`src/adcsc_regs.vh`:
```
// constants for the serial conversion control block: control byte
// layout, mode codes, result framing and timing figures
// assumes a single core clock of 25 MHz driving all logic
`ifndef ADCSC_REGS_VH
`define ADCSC_REGS_VH

// control byte field positions, sent msb first
`define ADCSC_CTRL_START 7
`define ADCSC_CTRL_SEL_HI 6
`define ADCSC_CTRL_SEL_LO 4
`define ADCSC_CTRL_POL 3
`define ADCSC_CTRL_CFG 2
`define ADCSC_CTRL_PD_HI 1
`define ADCSC_CTRL_PD_LO 0

// power and clock mode codes
`define ADCSC_MODE_EXT 2'h3
`define ADCSC_MODE_INT 2'h2
`define ADCSC_MODE_FASTPD 2'h1
`define ADCSC_MODE_FULLPD 2'h0

// receive bit counts
`define ADCSC_RX_FIRST 4'h1
`define ADCSC_RX_LAST 4'h7
`define ADCSC_RX_TH_FROM 4'h5

// falls after the start fall: index of the fall before b3, last bit
`define ADCSC_FALL_PRE_B3 4'h6
`define ADCSC_FALL_LAST 4'hB

// result: 10 data bits plus 2 sub-lsb bits, framed in 16 bits
`define ADCSC_RES_W 12
`define ADCSC_OUT_W 16
`define ADCSC_OUT_PAD 3'h0

// timing, in nanoseconds
`define ADCSC_CLK_NS 40
`define ADCSC_INT_CONV_NS 10000
`define ADCSC_POR_NS 100000

`endif

```
`src/adcsc_sync3.v`:
```
// three-stage synchroniser for pins arriving from outside core_clk
// assumes the caller compares stage two and three before using a change
`timescale 1ns/100ps
`default_nettype none

module adcsc_sync3 #(
  parameter W = 1,
  parameter [W-1:0] RST_VAL = {W{1'b0}}
) (
  // clock and reset
  input wire core_clk,
  input wire rst_b,
  // pins in
  input wire [W-1:0] pinIn,
  // stages two and three out
  output wire [W-1:0] stage2,
  output wire [W-1:0] stage3
);

  genvar i;

  // one chain per bit; stage one feeds nothing but stage two
  generate
    for (i = 0; i < W; i = i + 1) begin : gChain
      reg s1_r;
      reg s2_r;
      reg s3_r;
      always @(posedge core_clk) begin
        if (!rst_b) begin
          s1_r <= RST_VAL[i];
          s2_r <= RST_VAL[i];
          s3_r <= RST_VAL[i];
        end else begin
          s1_r <= pinIn[i];
          s2_r <= s1_r;
          s3_r <= s2_r;
        end
      end
      assign stage2[i] = s2_r;
      assign stage3[i] = s3_r;
    end
  endgenerate

endmodule // adcsc_sync3

`default_nettype wire

```
`src/adcsc_serial_ctrl.v`:
```
// serial control and readout logic of an 8-channel sar converter
// assumes the analog side presents a settled 12-bit straight-binary code
// on adcCode; the serial clock is slow enough to be oversampled here
`timescale 1ns/100ps
`default_nettype none
`include "adcsc_regs.vh"

// Summary of operation
// [RULE1] shift data in on each rising clock, select low
// [RULE2] leading zeros ignored; first one is start
// [RULE3] conversion starts on fall after eighth bit
// [RULE4] track while last three control bits arrive
// [RULE5] outputs change on falling clock, msb first
// [RULE6] external mode: strobe high one clock period
// [RULE7] twelve falls give ten data, two sub-lsb
// [RULE8] external conversion needs at least fifteen clocks
// [RULE9] select high floats outputs; fall drives strobe low; the strobe floats and is driven low by a select fall in external mode only
// [RULE10] unipolar straight binary, bipolar twos complement
// [RULE11] internal mode: strobe low while converting, bounded
// [RULE12] internal result held; first fall gives msb
// [RULE13] select high blocks input; internal conversion survives
// [RULE14] start accepted when idle or after b3 out
// [RULE15] select fall before b3 aborts, restarts conversion
// [RULE16] host sends sixteen zeros to resynchronise
// [RULE17] power-up in internal mode, strobe high, wait
// [RULE18] zeros shifted out before first conversion ends
// [RULE19] host minimal read: control byte, two zero bytes
// [RULE20] result framing: one zero, twelve bits, three zeros
// [RULE21] host keeps conversion short, clock in range
// [RULE22] host idles clock low, samples leading edge; the host model samples late in the high phase, just before the fall
// [RULE23] control byte: start, channel, polarity, config, mode
// [RULE24] mode field: ext, int, fast off, full off
module adcsc_serial_ctrl #(
  parameter INT_CONV_NS = `ADCSC_INT_CONV_NS,
  parameter POR_NS = `ADCSC_POR_NS
) (
  // clock and reset
  input wire core_clk,
  input wire rst_b,
  // serial pins in
  input wire chipSelB,
  input wire sclkPin,
  input wire dinPin,
  // serial pins out
  output wire doutOut,
  output wire doutOe,
  output wire conversionStrobeOut,
  output wire conversionStrobeOe,
  // analog side
  input wire [11:0] adcCode,
  output wire trackHold,
  // decoded control byte
  output wire [2:0] channelSelect,
  output wire polaritySelect,
  output wire inputConfigSelect,
  output wire [1:0] powerClockMode,
  // status
  output wire convActive,
  output wire powerDown,
  output wire porBusy
);

  // longest conversion rounds down, reset wait rounds up
  localparam integer INT_CYC = INT_CONV_NS / `ADCSC_CLK_NS;
  localparam integer POR_CYC =
    (POR_NS + `ADCSC_CLK_NS - 1) / `ADCSC_CLK_NS;

  // one-hot converter states
  localparam [3:0] ST_POR = 4'h1;
  localparam [3:0] ST_IDLE = 4'h2;
  localparam [3:0] ST_EXT = 4'h4;
  localparam [3:0] ST_INT = 4'h8;

  // synchronised pins: bit 0 clock, bit 1 select, bit 2 data
  wire [2:0] pinS2;
  wire [2:0] pinS3;
  reg [2:0] pinLvl_r; // last agreed level of each pin
  wire [2:0] agree;

  adcsc_sync3 #(
    .W(3),
    .RST_VAL(3'h2)
  ) uSync (
    .core_clk(core_clk),
    .rst_b(rst_b),
    .pinIn({dinPin, chipSelB, sclkPin}),
    .stage2(pinS2),
    .stage3(pinS3)
  );

  assign agree = pinS2 ~^ pinS3;

  // a pin change counts once stages two and three agree
  always @(posedge core_clk) begin
    if (!rst_b) begin
      pinLvl_r <= 3'h2;
    end else begin
      pinLvl_r <= (agree & pinS3) | (~agree & pinLvl_r);
    end
  end

  wire csLow = ~pinLvl_r[1]; // select asserted
  wire sclkRise = agree[0] & pinS3[0] & ~pinLvl_r[0];
  wire sclkFall = agree[0] & ~pinS3[0] & pinLvl_r[0];
  wire csFall = agree[1] & ~pinS3[1] & pinLvl_r[1];
  wire dinBit = pinS3[2]; // settled with the same latency as the clock

  // receiver state
  reg rxActive_r; // collecting a control byte
  reg rxFull_r; // eight bits in, waiting for the start fall
  reg [3:0] rxCnt_r; // bits taken so far
  reg [7:0] rxSr_r; // control byte shift register
  reg th_r; // track/hold in acquire

  // converter state
  reg [3:0] state_r;
  reg [12:0] cycCnt_r; // core cycles in reset wait or internal conversion
  reg [3:0] fallCnt_r; // falls since the external start fall
  reg b3Done_r; // b3 has left the data pin
  reg [`ADCSC_OUT_W-1:0] outSr_r; // result framing shifter
  reg [`ADCSC_RES_W-1:0] code_r; // held sample, formatted
  reg strobe_r;
  reg extMode_r; // conversion in play uses the serial clock
  reg lastClkInt_r; // clock mode kept for power-down requests
  reg pdAfter_r; // power down once this conversion completes
  reg powerDown_r;
  reg [2:0] chan_r;
  reg pol_r;
  reg cfg_r;
  reg [1:0] mode_r;

  // new start bits: when idle, or once b3 is out [RULE14]
  wire huntOk = (state_r == ST_IDLE) | ((state_r == ST_EXT) & b3Done_r);
  // conversion begins on the fall after the eighth bit [RULE3]
  wire startFall = sclkFall & rxFull_r & csLow;
  // control byte fields as they stand in the shift register [RULE23]
  wire [1:0] newMode = rxSr_r[`ADCSC_CTRL_PD_HI:`ADCSC_CTRL_PD_LO];
  // power-down codes convert in the last clock mode chosen [RULE24]
  wire newExt = newMode[1] ? newMode[0] : ~lastClkInt_r;
  // bipolar flips the msb of the offset code [RULE10]
  wire [`ADCSC_RES_W-1:0] fmtCode = rxSr_r[`ADCSC_CTRL_POL] ? adcCode :
    {~adcCode[`ADCSC_RES_W-1], adcCode[`ADCSC_RES_W-2:0]};

  // receiver: a raised select blocks input and drops a partial byte
  always @(posedge core_clk) begin
    if (!rst_b) begin
      rxActive_r <= 1'b0;
      rxFull_r <= 1'b0;
      rxCnt_r <= 4'h0;
      rxSr_r <= 8'h00;
      th_r <= 1'b0;
    end else if (!csLow) begin // [RULE13]
      rxActive_r <= 1'b0;
      rxFull_r <= 1'b0;
      th_r <= 1'b0;
    end else if (startFall) begin
      rxFull_r <= 1'b0; // hold begins here
      th_r <= 1'b0;
    end else if (sclkRise) begin // data taken on rising clock [RULE1]
      if (rxActive_r) begin
        rxSr_r <= {rxSr_r[6:0], dinBit};
        rxCnt_r <= rxCnt_r + 4'h1;
        // acquire over the last three bits [RULE4]
        if (rxCnt_r == `ADCSC_RX_TH_FROM) begin
          th_r <= 1'b1;
        end
        if (rxCnt_r == `ADCSC_RX_LAST) begin
          rxActive_r <= 1'b0;
          rxFull_r <= 1'b1;
        end
      end else if (dinBit & huntOk & ~rxFull_r) begin
        // zeros before it are dropped; this one is the msb [RULE2]
        rxActive_r <= 1'b1;
        rxSr_r <= 8'h01;
        rxCnt_r <= `ADCSC_RX_FIRST;
      end
    end
  end

  // converter sequencing and outputs
  always @(posedge core_clk) begin
    if (!rst_b) begin
      // power-up: internal clock mode, strobe high [RULE17]
      state_r <= ST_POR;
      cycCnt_r <= 13'h0000;
      fallCnt_r <= 4'h0;
      b3Done_r <= 1'b0;
      outSr_r <= 16'h0000; // zeros until a result exists [RULE18]
      code_r <= 12'h000;
      strobe_r <= 1'b1;
      extMode_r <= 1'b0;
      lastClkInt_r <= 1'b1;
      pdAfter_r <= 1'b0;
      powerDown_r <= 1'b0;
      chan_r <= 3'h0;
      pol_r <= 1'b0;
      cfg_r <= 1'b0;
      mode_r <= `ADCSC_MODE_INT;
    end else if (startFall) begin
      // start restarts whatever was running [RULE3]
      chan_r <= rxSr_r[`ADCSC_CTRL_SEL_HI:`ADCSC_CTRL_SEL_LO];
      pol_r <= rxSr_r[`ADCSC_CTRL_POL];
      cfg_r <= rxSr_r[`ADCSC_CTRL_CFG];
      mode_r <= newMode;
      if (newMode[1]) begin
        lastClkInt_r <= ~newMode[0];
      end
      pdAfter_r <= ~newMode[1];
      powerDown_r <= 1'b0; // a start bit wakes the converter
      code_r <= fmtCode;
      extMode_r <= newExt;
      fallCnt_r <= 4'h0;
      b3Done_r <= 1'b0;
      cycCnt_r <= 13'h0000;
      if (newExt) begin
        state_r <= ST_EXT;
        strobe_r <= 1'b1; // one serial period high [RULE6]
        // one zero, twelve bits, three zeros [RULE20]
        outSr_r <= {1'b0, fmtCode, `ADCSC_OUT_PAD};
      end else begin
        state_r <= ST_INT;
        strobe_r <= 1'b0; // low while converting [RULE11]
      end
    end else begin
      case (state_r)
        ST_POR: begin
          // host stays off the link during this wait [RULE17]
          if (cycCnt_r == POR_CYC[12:0] - 13'h0001) begin
            state_r <= ST_IDLE;
          end else begin
            cycCnt_r <= cycCnt_r + 13'h0001;
          end
        end
        ST_EXT: begin
          if (csFall & ~b3Done_r) begin
            // too early a restart abandons this conversion [RULE15]
            state_r <= ST_IDLE;
            strobe_r <= 1'b0;
            outSr_r <= 16'h0000;
          end else if (sclkFall & csLow) begin // [RULE5]
            strobe_r <= 1'b0;
            // one decision per fall, msb first [RULE7]
            outSr_r <= {outSr_r[`ADCSC_OUT_W-2:0], 1'b0};
            fallCnt_r <= fallCnt_r + 4'h1;
            // b3 out after the seventh fall; fifteen clocks least [RULE8]
            if (fallCnt_r == `ADCSC_FALL_PRE_B3) begin
              b3Done_r <= 1'b1;
            end
            if (fallCnt_r == `ADCSC_FALL_LAST) begin
              state_r <= ST_IDLE;
              powerDown_r <= pdAfter_r;
            end
          end else if (csFall) begin
            strobe_r <= 1'b0; // driven low after select falls [RULE9]
          end
        end
        ST_INT: begin
          // select does not disturb this conversion [RULE13]
          if (cycCnt_r == INT_CYC[12:0] - 13'h0001) begin
            state_r <= ST_IDLE;
            strobe_r <= 1'b1;
            powerDown_r <= pdAfter_r;
            // result held until clocked out [RULE12]
            outSr_r <= {1'b0, code_r, `ADCSC_OUT_PAD};
          end else begin
            cycCnt_r <= cycCnt_r + 13'h0001;
          end
        end
        ST_IDLE: begin
          if (sclkFall & csLow) begin
            // held result, or trailing zeros, leave on falls [RULE5]
            outSr_r <= {outSr_r[`ADCSC_OUT_W-2:0], 1'b0};
            if (extMode_r) begin
              strobe_r <= 1'b0;
            end
          end else if (csFall & extMode_r) begin
            strobe_r <= 1'b0; // [RULE9]
          end
        end
        default: begin
          state_r <= ST_IDLE;
        end
      endcase
    end
  end

  // first internal-mode fall after completion already shows the msb:
  // the leading pad zero sits ahead of it in both framings
  reg intLead_r;
  always @(posedge core_clk) begin
    if (!rst_b) begin
      intLead_r <= 1'b0;
    end else if (startFall) begin
      intLead_r <= 1'b0;
    end else if (state_r == ST_INT) begin
      intLead_r <= (cycCnt_r == INT_CYC[12:0] - 13'h0001);
    end else if (sclkFall & csLow) begin
      intLead_r <= 1'b0;
    end
  end

  // pins: data floats with select high [RULE9]
  assign doutOut = (intLead_r & ~extMode_r) ? 1'b0 :
    outSr_r[`ADCSC_OUT_W-1];
  assign doutOe = csLow; // [RULE13]
  assign conversionStrobeOut = strobe_r;
  // strobe floats only in external mode [RULE9] [RULE13]
  assign conversionStrobeOe = extMode_r ? csLow : 1'b1;

  assign trackHold = th_r;
  assign channelSelect = chan_r;
  assign polaritySelect = pol_r;
  assign inputConfigSelect = cfg_r;
  assign powerClockMode = mode_r;
  assign convActive = (state_r == ST_EXT) | (state_r == ST_INT);
  assign powerDown = powerDown_r;
  assign porBusy = (state_r == ST_POR);

endmodule // adcsc_serial_ctrl

`default_nettype wire

```
`config.mk`:
```
export PLATFORM = sky130hd
export DESIGN_NAME = adcsc_serial_ctrl
export DESIGN_NICKNAME = d
export VERILOG_FILES = /design/src/adcsc_sync3.v /design/src/adcsc_serial_ctrl.v
export VERILOG_INCLUDE_DIRS = /design/src
export SDC_FILE = /design/constraint.sdc
export NUM_CORES = 1
export LEC_CHECK = 0
export BUFFER_PORTS_ARGS = -buffer_cell sky130_fd_sc_hd__buf_2
export CAP_MARGIN = 5
export CORE_ASPECT_RATIO = 0.8
export CORE_MARGIN = 4
export CORE_UTILIZATION = 53
export DETAILED_ROUTE_END_ITERATION = 6
export PLACE_DENSITY = 0.75
export SLEW_MARGIN = 20
export SYNTH_ARGS = -nofsm -noshare
export SYNTH_HDL_FRONTEND = slang
export SYNTH_HIERARCHICAL = 1
export SYNTH_SLANG_ARGS = --single-unit
```
`constraint.sdc`:
```
create_clock -name core_clk -period 2.2 [get_ports core_clk]
set_clock_uncertainty 0.05 [all_clocks]
set_input_delay 0.55 -clock core_clk [delete_from_list [all_inputs] [get_ports core_clk]]
set_output_delay 0.55 -clock core_clk [all_outputs]
set_load 0.005 [all_outputs]
```
==> results by group <==
Final layout
  – Share of layout cells above drive strength 1: roughly a quarter
  – Fillers: ~580
  – Commonest cells after routing, fill and taps aside: dfxtp_1 (82), nand2_1 (53), nor2_1 (42), a21oi_1 (32), buf_4 (32)
  – Diodes inserted: 0
  – Most common cell after layout, fill and taps aside: dfxtp_1
  – Final #Nets: between 500 and 600
  – Fin util: 66.3%
  – P&R area growth vs syn: 19.4%

Synth
  – Synth warn: 6
  – Post-Syn Instances: 426
  – Syn nets: roughly 450
  – Synth Area per Inst: around 9.2 um2
  – Syn Std Cell Area: slightly below 4000 um2

Route
  – WL final: 9420 um
  – DRC marker count from the first detailed-route iteration: 255
  – DR pass1 iterations: 7
  – Wirelength per Cell: approximately 16 um
  – Vias: approximately 3,400
  – DRC: 0
  – Via density: 5.94
  – Final ANT Viol Nets: 0

Outcome
  – Status: finished, violations left
  – Failing checks: setup timing

Setup path
  – CP endpoint kind: flop
  – Critical-path cell with the highest stage delay: nor4b_1
  – Worst-path fanout max: 12
  – Arrival time at the worst endpoint: between 2 and 2.5 ns
  – Worst setup path startpoint: state_r[3]$_SDFFE_PN0P_
  – Crit-path cells: buf_4 > nor4b_1 > a211o_1 > nor3_1 > buf_4 > a221oi_1 > o2bb2ai_1
  – Worst r2r src: state_r[3]$_SDFFE_PN0P_
  – Startpoint Class: flop
  – Type of the worst setup path: reg2reg
  – Max incr delay on CP: 0.58 ns
  – Crit path required time: 2.39 ns
  – Crit-path most repeated cell: buf_4

GRT
  – Global-route wire length before repair: approximately 15,000 um
  – Largest net degree at the start of global routing: 29
  – Initial antenna violation count: 0
  – Vias in the first global route: ~3,100
  – Gr usage total: between 20 and 25%
  – Grt total ovfl: 0

Power
  – Leak: between 1.5 and 2 nW
  – Max VDD drop: 525 uV
  – Seq pwr share: 54.1%
  – Int Pwr: between 2 and 2.5 mW
  – Clock network power share: between 30% and 40%
  – Switching pwr: approximately 0.73 mW
  – Comb pwr share: ~9.0%
  – Power Density: 652 nW/um2
  – Sw frac: between 20% and 30%

Timing
  – Actual slew at the worst max-slew pin: 0.695 ns
  – Fin. max-slew vios: 0
  – TNS Setup: -0.167 ns
  – RSZ-0062 raised after global routing: true
  – Upper clock frequency limit: between 400 and 500 MHz
  – # setup viols final: 9
  – Endpoints failing hold: 0
  – Slew HR: a little over half
  – Tmin final: 2.26 ns
  – Setup ws final: -0.0627 ns
  – Period Utilization, post-route: 103%

Floorplan
  – Die width: a little over 100 um
  – Die ar.: around 9000 um2
  – Row Count: 27
  – Die H: about 85 um
  – Core ar.: ~7000 um2
  – Number of I/O pins: 32
  – Initial Util: between 50% and 60%

Min path
  – Hold_sp: chipSelB
  – Hold crit path type: in2reg

Placement
  – Placer Congestion: around 0.88
  – Port Buffers: 31
  – Hpwl dp: 6500 um
  – Dpl ws: -0.0430 ns

CTS
  – Root Buffer: clkbuf_8
  – Clock transition at path regs: roughly 0.09 ns
  – Skew-Pair Late Insertion Delay: around 0.35 ns
  – CTS Hold Bufs: 0
  – Worst-case clock buffer depth: 2
  – CTS tree: yes
  – CTS HTree Levels: 3
  – Clk sink count: ~90
  – CTS buffer count: 9

Job
  – Max-cap violations: 0
## final timing paths
kind / cells after the start / slack [ns] / endpoint
worst min-delay path: 2 / 0.33 / uSync/gChain[1].s1_r$_SDFF_PN1_
worst max-delay path: 7 / -0.06 / outSr_r[14]$_SDFFE_PN0P_
worst min register to register: 1 / 0.36 / uSync/gChain[1].s2_r$_SDFF_PN1_
worst max register to register: 7 / -0.06 / outSr_r[14]$_SDFFE_PN0P_
## flip-flops by register name (all words and copies together), names as in the netlist, 2 cells and up, named ones only
| signal | count |
|---|---|
| channelSelect | 3 |
| rxCnt_r | 4 |
| rxSr_r | 7 |
| powerClockMode | 2 |
| code_r | 12 |
| cycCnt_r | 13 |
| uSync/gChain.s1_r | 3 |
| uSync/gChain.s2_r | 3 |
| fallCnt_r | 4 |
| uSync/gChain.s3_r | 3 |
| state_r | 4 |
| outSr_r | 16 |
## per-stage QoR
step / instances / area [um2] / power [mW] / hold WS [ns]
6_report: 573 / 4660 / 3.04 / 0.326
5_1_grt: 573 / 4660 / 3.17 / 0.322
4_1_cts: 564 / 4500 / 3.01 / 0.315
3_5_place_dp: 549 / 4290 / 1.90 / 0.345
3_3_place_gp: 549 / 4290 / 1.89 / 0.341
2_1_floorplan: 426 / 3920 / 1.80 / 0.336
## cell type report
| class | instances | area, um2 | share of cell area (%) |
|---|---|---|---|
| well taps | 87 | 109 | 2.34 |
| clock inverters | 4 | 53.8 | 1.15 |
| clock buffers | 12 | 145 | 3.11 |
| repair buffers | 70 | 487 | 10.4 |
| flip-flops and latches | 88 | 1770 | 38.1 |
| inverters | 15 | 56.3 | 1.21 |
| multi-input cells | 297 | 2040 | 43.7 |
## repair_timing
| item | CTS | global route |
|---|---|---|
| resized for setup | 6 | 27 |
| pin swaps | 0 | 7 |
| cloned | 0 | 0 |
| setup buffers | 0 | 9 |
| endpoints found under the setup margin | 5 | 21 |
## power groups by stage
stage | Sequential (mW) | Clock, mW | Combinational (mW)
after global routing | 1.65 | 1.23 | 0.292
after detailed placement | 1.67 | 0 | 0.228
final | 1.64 | 1.12 | 0.273
after floorplan | 1.67 | 0 | 0.129
after global placement | 1.67 | 0 | 0.221
after CTS | 1.64 | 1.14 | 0.231
## critical path: cells and delay by family (launching register included)
family                 cells  cell delay, ns
buffers and inverters      2            0.33
flip-flops                 1            0.35
AND/OR/NAND/NOR            2            0.65
AO/OA/AOI/OAI              3            0.76
## layer usage
layer  routed length [um]  global-route usage, %  up-vias  share of wire [%]
li1                     -                      -     1658                  -
met1                 4140                   27.7     1629                 44
met2                 4520                   32.6       96                 48
met3                  635                   5.53       20                6.7
met4                  129                   5.56        0                1.4
met5                    0                      0        -                  0
Note: power is estimated with default switching activity, not from simulation.
